==> src/sfe_pkg.sv <==
package sfe_pkg;
    // Opcodes
    localparam logic [7:0] OP_WRITE_ENABLE = 8'h06;
    localparam logic [7:0] OP_RDSR = 8'h05;
    localparam logic [7:0] OP_SECTOR_ERASE = 8'h20;
    localparam logic [7:0] OP_HALF_BLOCK = 8'h52;
    localparam logic [7:0] OP_FULL_BLOCK = 8'hd8;
    localparam logic [7:0] OP_CE1 = 8'h60;
    localparam logic [7:0] OP_CE2 = 8'hc7;
    localparam logic [7:0] OP_MAKER_DEVICE_ID = 8'h90;
    localparam logic [7:0] OP_IDENT_READ = 8'h9f;
    localparam logic [7:0] OP_UID = 8'h4b;
    localparam logic [7:0] OP_ERSEC = 8'h44;
    // Bit counts on the link
    localparam logic [7:0] BITS_OP = 8'h08;
    localparam logic [7:0] BITS_ADDR = 8'h20;
    localparam logic [7:0] BITS_DUMMY = 8'h28;
    localparam logic [7:0] BITS_ID2 = 8'h10;
    localparam logic [7:0] BITS_ID3 = 8'h18;
    localparam logic [7:0] BITS_UID = 8'h80;
    // Status byte fields
    localparam int BUSY_BIT = 0;
    localparam int LATCH_BIT = 1;
    localparam int BP_LSB = 2;
    localparam int LOCK_BIT = 6;
    localparam int COMPLEMENT_BIT = 7;
    // Protect field values
    localparam logic [2:0] BP_NONE = 3'h0;
    localparam logic [1:0] BP_UPPER_ALL = 2'h3;
    // Security register address match: A23..A9 zero
    localparam logic [23:0] SEC_ADDR_MASK = 24'hfffe00;
    localparam logic [23:0] ADDR_ZERO = 24'h000000;
    // Region sizes, as address bit counts
    localparam int SECTOR_BITS = 12;
    localparam int HALF_BITS = 15;
    localparam int FULL_BITS = 16;
    localparam int ARRAY_BITS = 19;
    // Identification values, arbitrary
    localparam logic [7:0] MAKER_ID = 8'h5a;
    localparam logic [7:0] DEVICE_ID = 8'h12;
    localparam logic [7:0] MEM_TYPE = 8'h60;
    localparam logic [7:0] CAPACITY = 8'h13;
    localparam logic [127:0] UNIQUE_ID = 128'h0123456789abcdef_fedcba9876543210;
    // Erase durations in microseconds and cycles at 200 MHz
    localparam int CLK_MHZ = 200;
    localparam int SECTOR_US = 100;
    localparam int HALF_US = 200;
    localparam int FULL_US = 300;
    localparam int CE_US = 1000;
    localparam int SECTOR_CYC = SECTOR_US * CLK_MHZ;
    localparam int HALF_CYC = HALF_US * CLK_MHZ;
    localparam int FULL_CYC = FULL_US * CLK_MHZ;
    localparam int CE_CYC = CE_US * CLK_MHZ;
    // Host link clock half period minus one, in system cycles
    localparam logic [7:0] HALF_PERIOD = 8'h0c;
    // Host command kinds
    typedef enum logic [2:0] {
        SFE_CMD_WRITE_ENABLE = 3'b000,
        SFE_CMD_ERASE = 3'b001,
        SFE_CMD_CHIP = 3'b010,
        SFE_CMD_READ = 3'b011,
        SFE_CMD_RDSR = 3'b100
    } sfe_cmd_e;
endpackage : sfe_pkg

==> src/sfe_link_if.sv <==
`timescale 1ns/1ps
`default_nettype none
interface sfe_link_if;
    logic cs_n;
    logic sclk;
    logic si;
    logic so;
    logic so_oe;
    modport host (output cs_n, output sclk, output si, input so);
    modport flash (input cs_n, input sclk, input si, output so, output so_oe);
endinterface : sfe_link_if
`default_nettype wire

==> src/sfe_sync.sv <==
`timescale 1ns/1ps
`default_nettype none
// Two-flop synchroniser for one level
module sfe_sync #(
    // Level shown in reset; match the pin's idle level to avoid a false edge
    parameter logic RST_VAL = 1'b0
) (
    // Clock and reset
    input wire logic clock,
    input wire logic rst_n,
    // Level in and out
    input wire logic din,
    output logic dout
);
    logic meta;
    // First flop feeds only the second
    always_ff @(posedge clock or negedge rst_n) begin
        if (!rst_n) begin
            meta <= RST_VAL;
            dout <= RST_VAL;
        end else begin
            meta <= din;
            dout <= meta;
        end
    end
endmodule : sfe_sync
`default_nettype wire

==> src/sfe_flash.sv <==
`timescale 1ns/1ps
`default_nettype none
module sfe_flash (
    // Clock and reset
    input wire logic clock,
    input wire logic rst_n,
    // Link
    sfe_link_if.flash link,
    // Status bits from the neighbouring blocks
    input wire logic [2:0] protect_bits,
    input wire logic protect_complement,
    input wire logic security_lock_bit,
    // Erase reporting
    output logic write_in_progress,
    output logic write_enable_latch,
    output logic erase_start,
    output logic [1:0] erase_kind,
    output logic [23:0] erase_base,
    output logic erase_done
);
    logic cs_s, sclk_s, si_s, sclk_d, cs_d;
    logic [7:0] nbits;
    logic [7:0] opcode;
    logic [23:0] addr;
    logic [127:0] shreg;
    logic out_act;
    logic so_r;
    logic [31:0] busy_cnt;
    logic [31:0] next_cnt;
    logic [23:0] base;
    logic [23:0] last;
    logic [1:0] kind;
    logic ok, prot;
    logic [2:0] bp_rank;
    logic [18:0] prot_lo;
    logic [7:0] status;

    // Select idles high, so its copy resets high too
    sfe_sync #(.RST_VAL(1'b1)) u_cs (.clock(clock), .rst_n(rst_n), .din(link.cs_n),
        .dout(cs_s));
    sfe_sync u_ck (.clock(clock), .rst_n(rst_n), .din(link.sclk), .dout(sclk_s));
    sfe_sync u_si (.clock(clock), .rst_n(rst_n), .din(link.si), .dout(si_s));

    // Edge detect on synchronised copies
    always_ff @(posedge clock or negedge rst_n) begin
        if (!rst_n) begin
            sclk_d <= 1'b0;
            cs_d <= 1'b1;
        end else begin
            sclk_d <= sclk_s;
            cs_d <= cs_s;
        end
    end
    wire rise = sclk_s & ~sclk_d & ~cs_s;
    wire fall = ~sclk_s & sclk_d & ~cs_s;
    wire cs_up = cs_s & ~cs_d;

    assign status = {protect_complement, security_lock_bit, 1'b0, protect_bits,
                     write_enable_latch, write_in_progress};

    // Input shifter: opcode then address bytes, MSB first
    always_ff @(posedge clock or negedge rst_n) begin
        if (!rst_n) begin
            nbits <= 8'h00;
            opcode <= 8'h00;
            addr <= 24'h000000;
        end else if (cs_s) begin
            nbits <= 8'h00;
        end else if (rise) begin
            if (nbits != 8'hff)
                nbits <= nbits + 8'h01;
            if (nbits < sfe_pkg::BITS_OP)
                opcode <= {opcode[6:0], si_s};
            else if (nbits < sfe_pkg::BITS_ADDR)
                addr <= {addr[22:0], si_s};
        end
    end

    // Protected region: top 1/2^(7-bp) of the array, complement flips to lower
    assign bp_rank = protect_bits;
    always_comb begin
        prot_lo = '1;
        if (bp_rank != sfe_pkg::BP_NONE)
            prot_lo = ~(prot_lo >> (3'd7 - bp_rank));
    end

    // Erase decode at select rise; last address catches a partial overlap
    always_comb begin
        ok = 1'b0;
        kind = 2'd0;
        base = sfe_pkg::ADDR_ZERO;
        last = sfe_pkg::ADDR_ZERO;
        prot = 1'b0;
        next_cnt = 32'd0;
        if (nbits == sfe_pkg::BITS_ADDR) begin
            case (opcode)
                sfe_pkg::OP_SECTOR_ERASE: begin
                    ok = 1'b1;
                    base = {addr[23:sfe_pkg::SECTOR_BITS], 12'h000};
                    last = {addr[23:sfe_pkg::SECTOR_BITS], 12'hfff};
                    next_cnt = sfe_pkg::SECTOR_CYC;
                end
                sfe_pkg::OP_HALF_BLOCK: begin
                    ok = 1'b1;
                    kind = 2'd1;
                    base = {addr[23:sfe_pkg::HALF_BITS], 15'h0000};
                    last = {addr[23:sfe_pkg::HALF_BITS], 15'h7fff};
                    next_cnt = sfe_pkg::HALF_CYC;
                end
                sfe_pkg::OP_FULL_BLOCK: begin
                    ok = 1'b1;
                    kind = 2'd2;
                    base = {addr[23:sfe_pkg::FULL_BITS], 16'h0000};
                    last = {addr[23:sfe_pkg::FULL_BITS], 16'hffff};
                    next_cnt = sfe_pkg::FULL_CYC;
                end
                sfe_pkg::OP_ERSEC: begin
                    ok = ((addr & sfe_pkg::SEC_ADDR_MASK) == sfe_pkg::ADDR_ZERO)
                         & ~security_lock_bit;
                    kind = 2'd3;
                    next_cnt = sfe_pkg::SECTOR_CYC;
                end
                default: ok = 1'b0;
            endcase
            // Region check; security area lies outside the protect map
            if (ok && kind != 2'd3 && protect_bits != sfe_pkg::BP_NONE) begin
                if (protect_complement)
                    prot = base[18:0] < prot_lo;
                else
                    prot = last[18:0] >= prot_lo;
            end
        end else if (nbits == sfe_pkg::BITS_OP &&
                     (opcode == sfe_pkg::OP_CE1 || opcode == sfe_pkg::OP_CE2)) begin
            ok = (protect_bits == sfe_pkg::BP_NONE && !protect_complement) ||
                 (protect_bits[2:1] == sfe_pkg::BP_UPPER_ALL && protect_complement);
            kind = 2'd0;
            next_cnt = sfe_pkg::CE_CYC;
        end
    end
    wire go = cs_up & ok & ~prot & write_enable_latch & ~write_in_progress;

    // Busy timer and flags
    always_ff @(posedge clock or negedge rst_n) begin
        if (!rst_n) begin
            busy_cnt <= 32'd0;
            write_in_progress <= 1'b0;
            erase_done <= 1'b0;
        end else begin
            erase_done <= 1'b0;
            if (go) begin
                busy_cnt <= next_cnt;
                write_in_progress <= 1'b1;
            end else if (write_in_progress) begin
                if (busy_cnt == 32'd1) begin
                    write_in_progress <= 1'b0;
                    erase_done <= 1'b1;
                end
                busy_cnt <= busy_cnt - 32'd1;
            end
        end
    end

    // Write enable latch: set by 06H, cleared when an erase starts
    always_ff @(posedge clock or negedge rst_n) begin
        if (!rst_n)
            write_enable_latch <= 1'b0;
        else if (go)
            write_enable_latch <= 1'b0;
        else if (cs_up && nbits == sfe_pkg::BITS_OP && opcode == sfe_pkg::OP_WRITE_ENABLE &&
                 !write_in_progress)
            write_enable_latch <= 1'b1;
    end

    // Erase report
    always_ff @(posedge clock or negedge rst_n) begin
        if (!rst_n) begin
            erase_start <= 1'b0;
            erase_kind <= 2'd0;
            erase_base <= 24'h000000;
        end else begin
            erase_start <= go;
            if (go) begin
                erase_kind <= kind;
                erase_base <= base;
            end
        end
    end

    // Output shifter, loaded when the opcode or preamble completes
    always_ff @(posedge clock or negedge rst_n) begin
        if (!rst_n) begin
            shreg <= 128'h0;
            out_act <= 1'b0;
            so_r <= 1'b0;
        end else if (cs_s) begin
            out_act <= 1'b0;
            so_r <= 1'b0;
        end else if (rise && nbits == sfe_pkg::BITS_OP - 8'h01) begin
            // Opcode bits are complete after this edge
            if ({opcode[6:0], si_s} == sfe_pkg::OP_RDSR) begin
                shreg <= {status, 120'h0};
                out_act <= 1'b1;
            end else if ({opcode[6:0], si_s} == sfe_pkg::OP_IDENT_READ &&
                         !write_in_progress) begin
                shreg <= {sfe_pkg::MAKER_ID, sfe_pkg::MEM_TYPE, sfe_pkg::CAPACITY,
                          104'h0};
                out_act <= 1'b1;
            end
        end else if (rise && nbits == sfe_pkg::BITS_ADDR - 8'h01 &&
                     opcode == sfe_pkg::OP_MAKER_DEVICE_ID && !write_in_progress &&
                     {addr[22:0], si_s} == sfe_pkg::ADDR_ZERO) begin
            shreg <= {sfe_pkg::MAKER_ID, sfe_pkg::DEVICE_ID, 112'h0};
            out_act <= 1'b1;
        end else if (rise && nbits == sfe_pkg::BITS_DUMMY - 8'h01 &&
                     opcode == sfe_pkg::OP_UID && !write_in_progress &&
                     addr == sfe_pkg::ADDR_ZERO) begin
            shreg <= sfe_pkg::UNIQUE_ID;
            out_act <= 1'b1;
        end else if (fall && out_act) begin
            // Status sampled afresh at every byte, so a poll sees busy drop
            if (opcode == sfe_pkg::OP_RDSR && nbits[2:0] == 3'h0) begin
                so_r <= status[7];
                shreg <= {status[6:0], 121'h0};
            end else begin
                so_r <= shreg[127];
                shreg <= {shreg[126:0], 1'b0};
            end
        end
    end

    assign link.so = so_r;
    assign link.so_oe = out_act;
endmodule : sfe_flash
`default_nettype wire

==> src/flat_wrapper.sv <==
// flat-port wrapper written by rule: the top's interface ports become plain ports
module sfe_flash_flat 
  (clock, rst_n, protect_bits, protect_complement, security_lock_bit, write_in_progress, write_enable_latch, erase_start, erase_kind, erase_base, erase_done, link_cs_n, link_sclk, link_si, link_so, link_so_oe);
  sfe_link_if link_i ();
  input wire logic clock;
  input wire logic rst_n;
  input wire logic [2:0] protect_bits;
  input wire logic protect_complement;
  input wire logic security_lock_bit;
  output logic write_in_progress;
  output logic write_enable_latch;
  output logic erase_start;
  output logic [1:0] erase_kind;
  output logic [23:0] erase_base;
  output logic erase_done;
  input wire logic [$bits(link_i.cs_n)-1:0] link_cs_n;
  input wire logic [$bits(link_i.sclk)-1:0] link_sclk;
  input wire logic [$bits(link_i.si)-1:0] link_si;
  output wire logic [$bits(link_i.so)-1:0] link_so;
  output wire logic [$bits(link_i.so_oe)-1:0] link_so_oe;
  assign link_i.cs_n = link_cs_n;
  assign link_i.sclk = link_sclk;
  assign link_i.si = link_si;
  assign link_so = link_i.so;
  assign link_so_oe = link_i.so_oe;
  sfe_flash u_core (.clock(clock), .rst_n(rst_n), .link(link_i), .protect_bits(protect_bits), .protect_complement(protect_complement), .security_lock_bit(security_lock_bit), .write_in_progress(write_in_progress), .write_enable_latch(write_enable_latch), .erase_start(erase_start), .erase_kind(erase_kind), .erase_base(erase_base), .erase_done(erase_done));
endmodule
==> config.mk <==
export PLATFORM = sky130hd
export DESIGN_NAME = sfe_flash_flat
export DESIGN_NICKNAME = d
export VERILOG_FILES = /design/src/sfe_pkg.sv /design/src/sfe_link_if.sv /design/src/sfe_sync.sv /design/src/sfe_flash.sv /design/src/flat_wrapper.sv
export SDC_FILE = /design/constraint.sdc
export NUM_CORES = 1
export LEC_CHECK = 0
export ABC_AREA = 1
export BUFFER_PORTS_ARGS = -buffer_cell sky130_fd_sc_hd__buf_2
export CORE_ASPECT_RATIO = 1.1
export CORE_UTILIZATION = 35
export CTS_CLUSTER_SIZE = 28
export DETAILED_ROUTE_END_ITERATION = 8
export PLACE_DENSITY = 0.61
export SYNTH_ARGS = -nofsm -noshare
export SYNTH_HDL_FRONTEND = slang
export SYNTH_SLANG_ARGS = --single-unit
==> constraint.sdc <==
create_clock -name clock -period 4.3 [get_ports clock]
set_input_delay 0 -clock clock [delete_from_list [all_inputs] [get_ports clock]]
set_output_delay 0 -clock clock [all_outputs]
set_load 0.005 [all_outputs]
Word-level counts from Yosys, hierarchy flattened
Cells that the tools add are included. Widths: inputs -> output; s select.

Register bits after elaboration: 240. Input port bits: 10. Output and inout bits: 32. Logic and storage cells: 170.

$add $sub $neg: 3. Magnitude comparators: 4. Equal/unequal tests: 26. Shifts and indexed selects: 1. Mux-type cells: 51. Bitwise gates (word level): 19. Reductions and logical operators: 45.

Operator list (number): $mux 128 (7); $mux 32 (3); $logic_not 24->1 (3); $pmux 24 s3 (1); $pmux 19 s3 (1); $mux 24 (2); $pmux 16 s3 (1); $mux 19 (2); $eq 32x1->1 const B (1); $eq 8x3->1 const B (4); $eq 8x7->1 const B (4); $eq 8x8->1 const B (4); $sub 32x1->32 const B (1); $mux 1 (26); $eq 8x6->1 const B (3); $mux 8 (3); $logic_and 1x1->1 (20); $ge 19x19->1 (1); $lt 19x19->1 (1); $not 19->19 (1); $shr 19x3->19 const A (1); $mux 18 (1); $and 1x1->1 (10); $reduce_bool 2->1 (5); other kinds (25) (43).

Logic depth before layout (Yosys ltp)
Depth after elaboration: 13. Mapped depth: 22. Depth with buffers taken out: 22.

Cells and area by module
Synthesis repeated with hierarchy kept, for this count alone.

Cell total of the unflattened synthesis: 1506. Area total of the unflattened synthesis: 12144.1 um^2.

Modules (own cells, without submodules): sfe_flash (instances 1, cells an instance 1500, area an instance 11991.5 um^2, sequential area each 5456.5 um^2); sfe_sync at u_core.u_ck ... (instances 2, cells an instance 2, area an instance 50.0 um^2, sequential area each 50.0 um^2); sfe_sync at u_core.u_cs (instances 1, cells an instance 2, area an instance 52.6 um^2, sequential area each 52.6 um^2).

Worst setup path before layout
Ideal clock, no wire load.

Path type: reg-to-reg. Start point: register u_core.opcode[1]. End point: register u_core.busy_cnt[13]. Setup time: 124 ps. Arrival time: 2450 ps. Required time: 4176 ps. Slack: 1726 ps. Cell stages (with the launch flop): 20. Path buffers: 1. Clock period less this slack: 2574 ps. Cells stage by stage: dfrtp_1 -> nor2_1 -> nand3_1 -> nor2_1 -> inv_1 -> a21oi_1 -> ha_1 -> nand2_1 -> nor2_1 -> nand3b_1 -> nand3_1 -> nand2_1 -> inv_1 -> nor2_1 -> nand2_1 -> nand2_2 -> nand2_2 -> buf_6 -> o211ai_1 -> nand2_1.

Word-level cells in the longest chain between the ends: 13. Elaborated cells between the ends (all ways): 37. Classes of those cells: order compare: 2; eq/ne: 7; mux: 16; bitwise: 5; reduce/logical: 7.

Ends and longest elaborated chain: start, declared (line sfe_flash.sv:23) `logic [7:0] opcode;`; start signal, assigned (line sfe_flash.sv:73) `opcode <= {opcode[6:0], si_s};`; branches (longest 13 deep; another with $ge 19x19->1); end signal, assigned (line sfe_flash.sv:151) `busy_cnt <= next_cnt;`; end signal, assigned (line sfe_flash.sv:158) `busy_cnt <= busy_cnt - 32'd1;`; end, declared (line sfe_flash.sv:28) `logic [31:0] busy_cnt;`.

Several ways; the timed one is not identified. The select of a mux whose other input is x is not followed. A chain may end at the register's enable or synchronous reset.

Worst setup path after layout
Start point: register u_core.opcode[1]. End point: register u_core.erase_base[23].

Word-level cells in the longest chain between the ends: 12. Elaborated cells between the ends (all ways): 33. Classes of those cells: order compare: 2; eq/ne: 7; mux: 14; bitwise: 5; reduce/logical: 5.

Ends and longest elaborated chain: branches (longest 12 deep; another with $ge 19x19->1); end signal, assigned (line sfe_flash.sv:184) `erase_base <= base;`; end, declared (line sfe_flash.sv:18) `output logic [23:0] erase_base,`.

Several ways; the timed one is not identified. The select of a mux whose other input is x is not followed.

==> run summary <==
status -> completed
gp weighted congestion -> 0.8926
Clk network pwr share -> 0.492
adder-cell area share of the yosys netlist -> 0.01854
Synth Warn # -> 0
Final setup viols -> 0
Yosys reg bits -> 224
top cells by area, synth -> dfrtp_1 (48%), nand2_1 (16%), o21ai_1 (6.1%)
DR vias -> 9357
RSZ-0062 raised after global routing -> no
post-synthesis cell count -> 1482
CTS Buf Count -> 26
Hold WC Path Type -> primary input to flip-flop
Core Footprint -> 32290 um2
Clock Latency Late Sink -> 530 ps
Max Clock Skew -> 13.11 ps
area grow syn2layout -> 11.53%
Post-Syn Area -> 11470 um2
Mean Syn Cell Area -> 7.743 um2
Worst-path clk slew -> 60 ps
vias in the first global route -> 8745
worst vdd ir -> 0.0003107 V
largest family of logic cells by synthesized area -> simple AND/OR/NAND/NOR gates
Initial Utilization -> 0.3554
port bufs -> 29
max-cap violations -> 0
ANT cells -> 0
CTS Root Cell -> clkbuf_16
Required @ worst endpoint -> 4720 ps
final hold vios -> 0
final max-slew violation count -> 0
most frequent cells after synthesis -> nand2_1 (502), dfrtp_1 (221), o21ai_1 (139)
Fill cells -> 3316
Pre-antenna DRT Iters -> 5
Hold Crit Depth -> 5
Total GRT Usage -> 0.1543
area share of and/or/nand/nor cells after synthesis -> 0.2879
complex-gate fraction of the synthesized area -> 0.1098
Slew @ Worst Pin -> 1157 ps
Tmin final -> 3681 ps
number of enable flip-flop cells after synthesis -> 0
P_sw -> 0.001086 W
area leader, netlist -> dfrtp_1
xor/xnor share of the synthesized area -> 0.006106
Critical Path Fanout Max -> 31
most frequent cell after synthesis -> nand2_1
hold path start -> protect_bits[0]
largest net degree at the start of global routing -> 129
first-pass GRT wire length -> 43510 um
row count -> 69
final WL -> 25230 um
I/O pins -> 42
sw frac -> 0.2296
pre-CTS WS -> 659.5 ps
Worst Reg-to-Reg Cells -> 18
fmax -> 271.7 MHz
Crit. End Element -> flip-flop
Pwr Density -> 369.4 nW/um2
cts repair resizes -> 0
P_leak -> 6.114 nW
CTS Sinks -> 224
DRC -> 0
FFs w/ async S/R, synth -> 1.000
Pint -> 0.003642 W
Max clock buf depth -> 3
Synth cell types -> 41
Worst Hold End -> u_core.shreg[122]$_DFFE_PN0P_
multiplexer share of the synthesized area -> 0.008396
H-tree levels -> 1
Final WS setup -> 619.4 ps
ys flop type -> dfrtp_1
total die area -> 33510 um2
share of cells above drive strength 1 -> 0.08150
antenna-violating nets left -> 0
register-to-register setup slack -> 620 ps
setup_tns -> 0 ps
drt wl/cell -> 13.12 um
combinational fraction of design power -> 0.052
register share of total power -> 0.456
sequential area share after synthesis -> 0.4888
share of the synthesized area in the top cell type -> 0.4820
drt first-iter violations -> 783
Final period util -> 0.8560
r2r endpoint -> u_core.erase_base[23]$_DFFE_PN0P_
die width -> 174.6 um
Avg Vias per Cell -> 4.866
Chip Height -> 191.9 um
Setup CP Type -> flip-flop to flip-flop
Max transition margin -> 0.2267
TritonCTS clock tree -> yes
Worst setup SP type -> flip-flop
WP data arrival -> 4100 ps
r2r startpoint -> u_core.opcode[1]$_DFFE_PN0P_
global route overflow -> 0
Nets -> 1505
placed cell count -> 1868
final HPWL from detailed placement -> 15790 um
initial antenna violation count -> 0
Post-Layout Cell Count -> 1923
-- power groups by stage --
stage	registers (W)	clock network (W)	logic, W
after floorplan	0.00219	0	0.000153
after global routing	0.00216	0.00247	0.000283
after global placement	0.00219	0	0.000242
after detailed placement	0.00219	0	0.000242
after CTS	0.00215	0.00239	0.000249
final	0.00216	0.00233	0.000245
-- state kept, by name, indices dropped and copies added, names as in the netlist, 2 cells and up --
signal	count
u_core.busy_cnt	32
u_core.shreg	124
u_core.opcode	8
u_core.addr	24
u_core.nbits	8
u_core.erase_kind	2
u_core.erase_base	12
-- cell type report --
type | instances | area [um2] | area share
clock buffers | 37 | 753.2 | 0.05886
clock inverters | 10 | 153.9 | 0.01203
inverters | 108 | 405.4 | 0.03168
multi-input cells | 1072 | 5015 | 0.3919
flip-flops and latches | 224 | 5609 | 0.4383
well taps | 426 | 533.0 | 0.04165
repair buffers | 46 | 327.8 | 0.02562
-- worst max-delay path: stages (launching register included) --
cell	delay (ps)
dfrtp_1	430
nor2_1	150
nand3_1	170
nor2_1	320
inv_1	200
a21oi_1	300
ha_1	180
nand2_1	50
nor2_1	140
nand3b_1	100
nand3_1	110
nand2_1	70
inv_1	50
nor2_1	40
nand2_1	90
nand3_2	540
buf_4	460
nand2_1	90
o21ai_1	60
-- what timing repair did --
item / 4_1_cts / 5_1_grt
setup buffers: 0 / 0
endpoints found under the hold margin: 132 / 0
hold buffers: 8 / 0
-- metrics by stage --
stage	cell area (um2)	hold WS, ps	utilization	power [W]
4_1_cts	12800	20.23	0.3963	0.004791
6_report	12800	57.06	0.3963	0.004728
5_1_grt	12800	98.52	0.3963	0.004912
2_1_floorplan	11520	-295.6	-	0.002341
3_5_place_dp	11810	112.2	0.3658	0.002434
3_3_place_gp	11810	109.4	0.3658	0.002434
-- kinds of logic (layout without fill, tap and decap cells) --
group,count (synthesis),after routing
compound gates,242,242
xor+xnor,8,8
fa+ha+maj,17,17
buf+inv,197,201
flops,224,224
mux,9,9
other cells,1,12
simple gates,784,784
-- per-layer routing --
layer	track usage	vias up	wire, um
met4	0.04348	0	584
met2	0.2479	147	11540
met1	0.2170	4395	12170
met5	0	-	0
met3	0.02059	40	933
li1	-	4775	-
-- how the worst max path moves through the flow --
stage | startpoint | end | slack, ps
6_report | u_core.opcode[1]$_DFFE_PN0P_ | u_core.erase_base[23]$_DFFE_PN0P_ | 620
5_1_grt | u_core.opcode[1]$_DFFE_PN0P_ | u_core.erase_base[20]$_DFFE_PN0P_ | 250
4_1_cts | u_core.opcode[1]$_DFFE_PN0P_ | u_core.erase_base[23]$_DFFE_PN0P_ | 620
3_5_place_dp | u_core.opcode[1]$_DFFE_PN0P_ | u_core.erase_base[20]$_DFFE_PN0P_ | 660
3_3_place_gp | u_core.opcode[1]$_DFFE_PN0P_ | u_core.erase_base[20]$_DFFE_PN0P_ | 710
2_1_floorplan | u_core.opcode[1]$_DFFE_PN0P_ | u_core.busy_cnt[13]$_DFFE_PN0P_ | 1730
-- cells in the final DEF (no fill, tap or decap), types with 5 or more instances in the layout --
master	count
dlygate4sd3_1	8
clkbuf_16	27
clkinv_2	5
nor2_1	90
nand3_1	108
a21oi_1	22
nand4_1	20
nor3_1	20
nor2_2	9
nand2_2	8
o211ai_1	5
nand2_1	501
o21ai_0	66
inv_1	103
inv_2	5
mux2_2	5
buf_4	7
o21ai_1	139
ha_1	17
nor4_1	12
clkbuf_1	6
buf_2	28
dfrtp_1	221
conb_1	12
(Power assumes the default switching activity.)
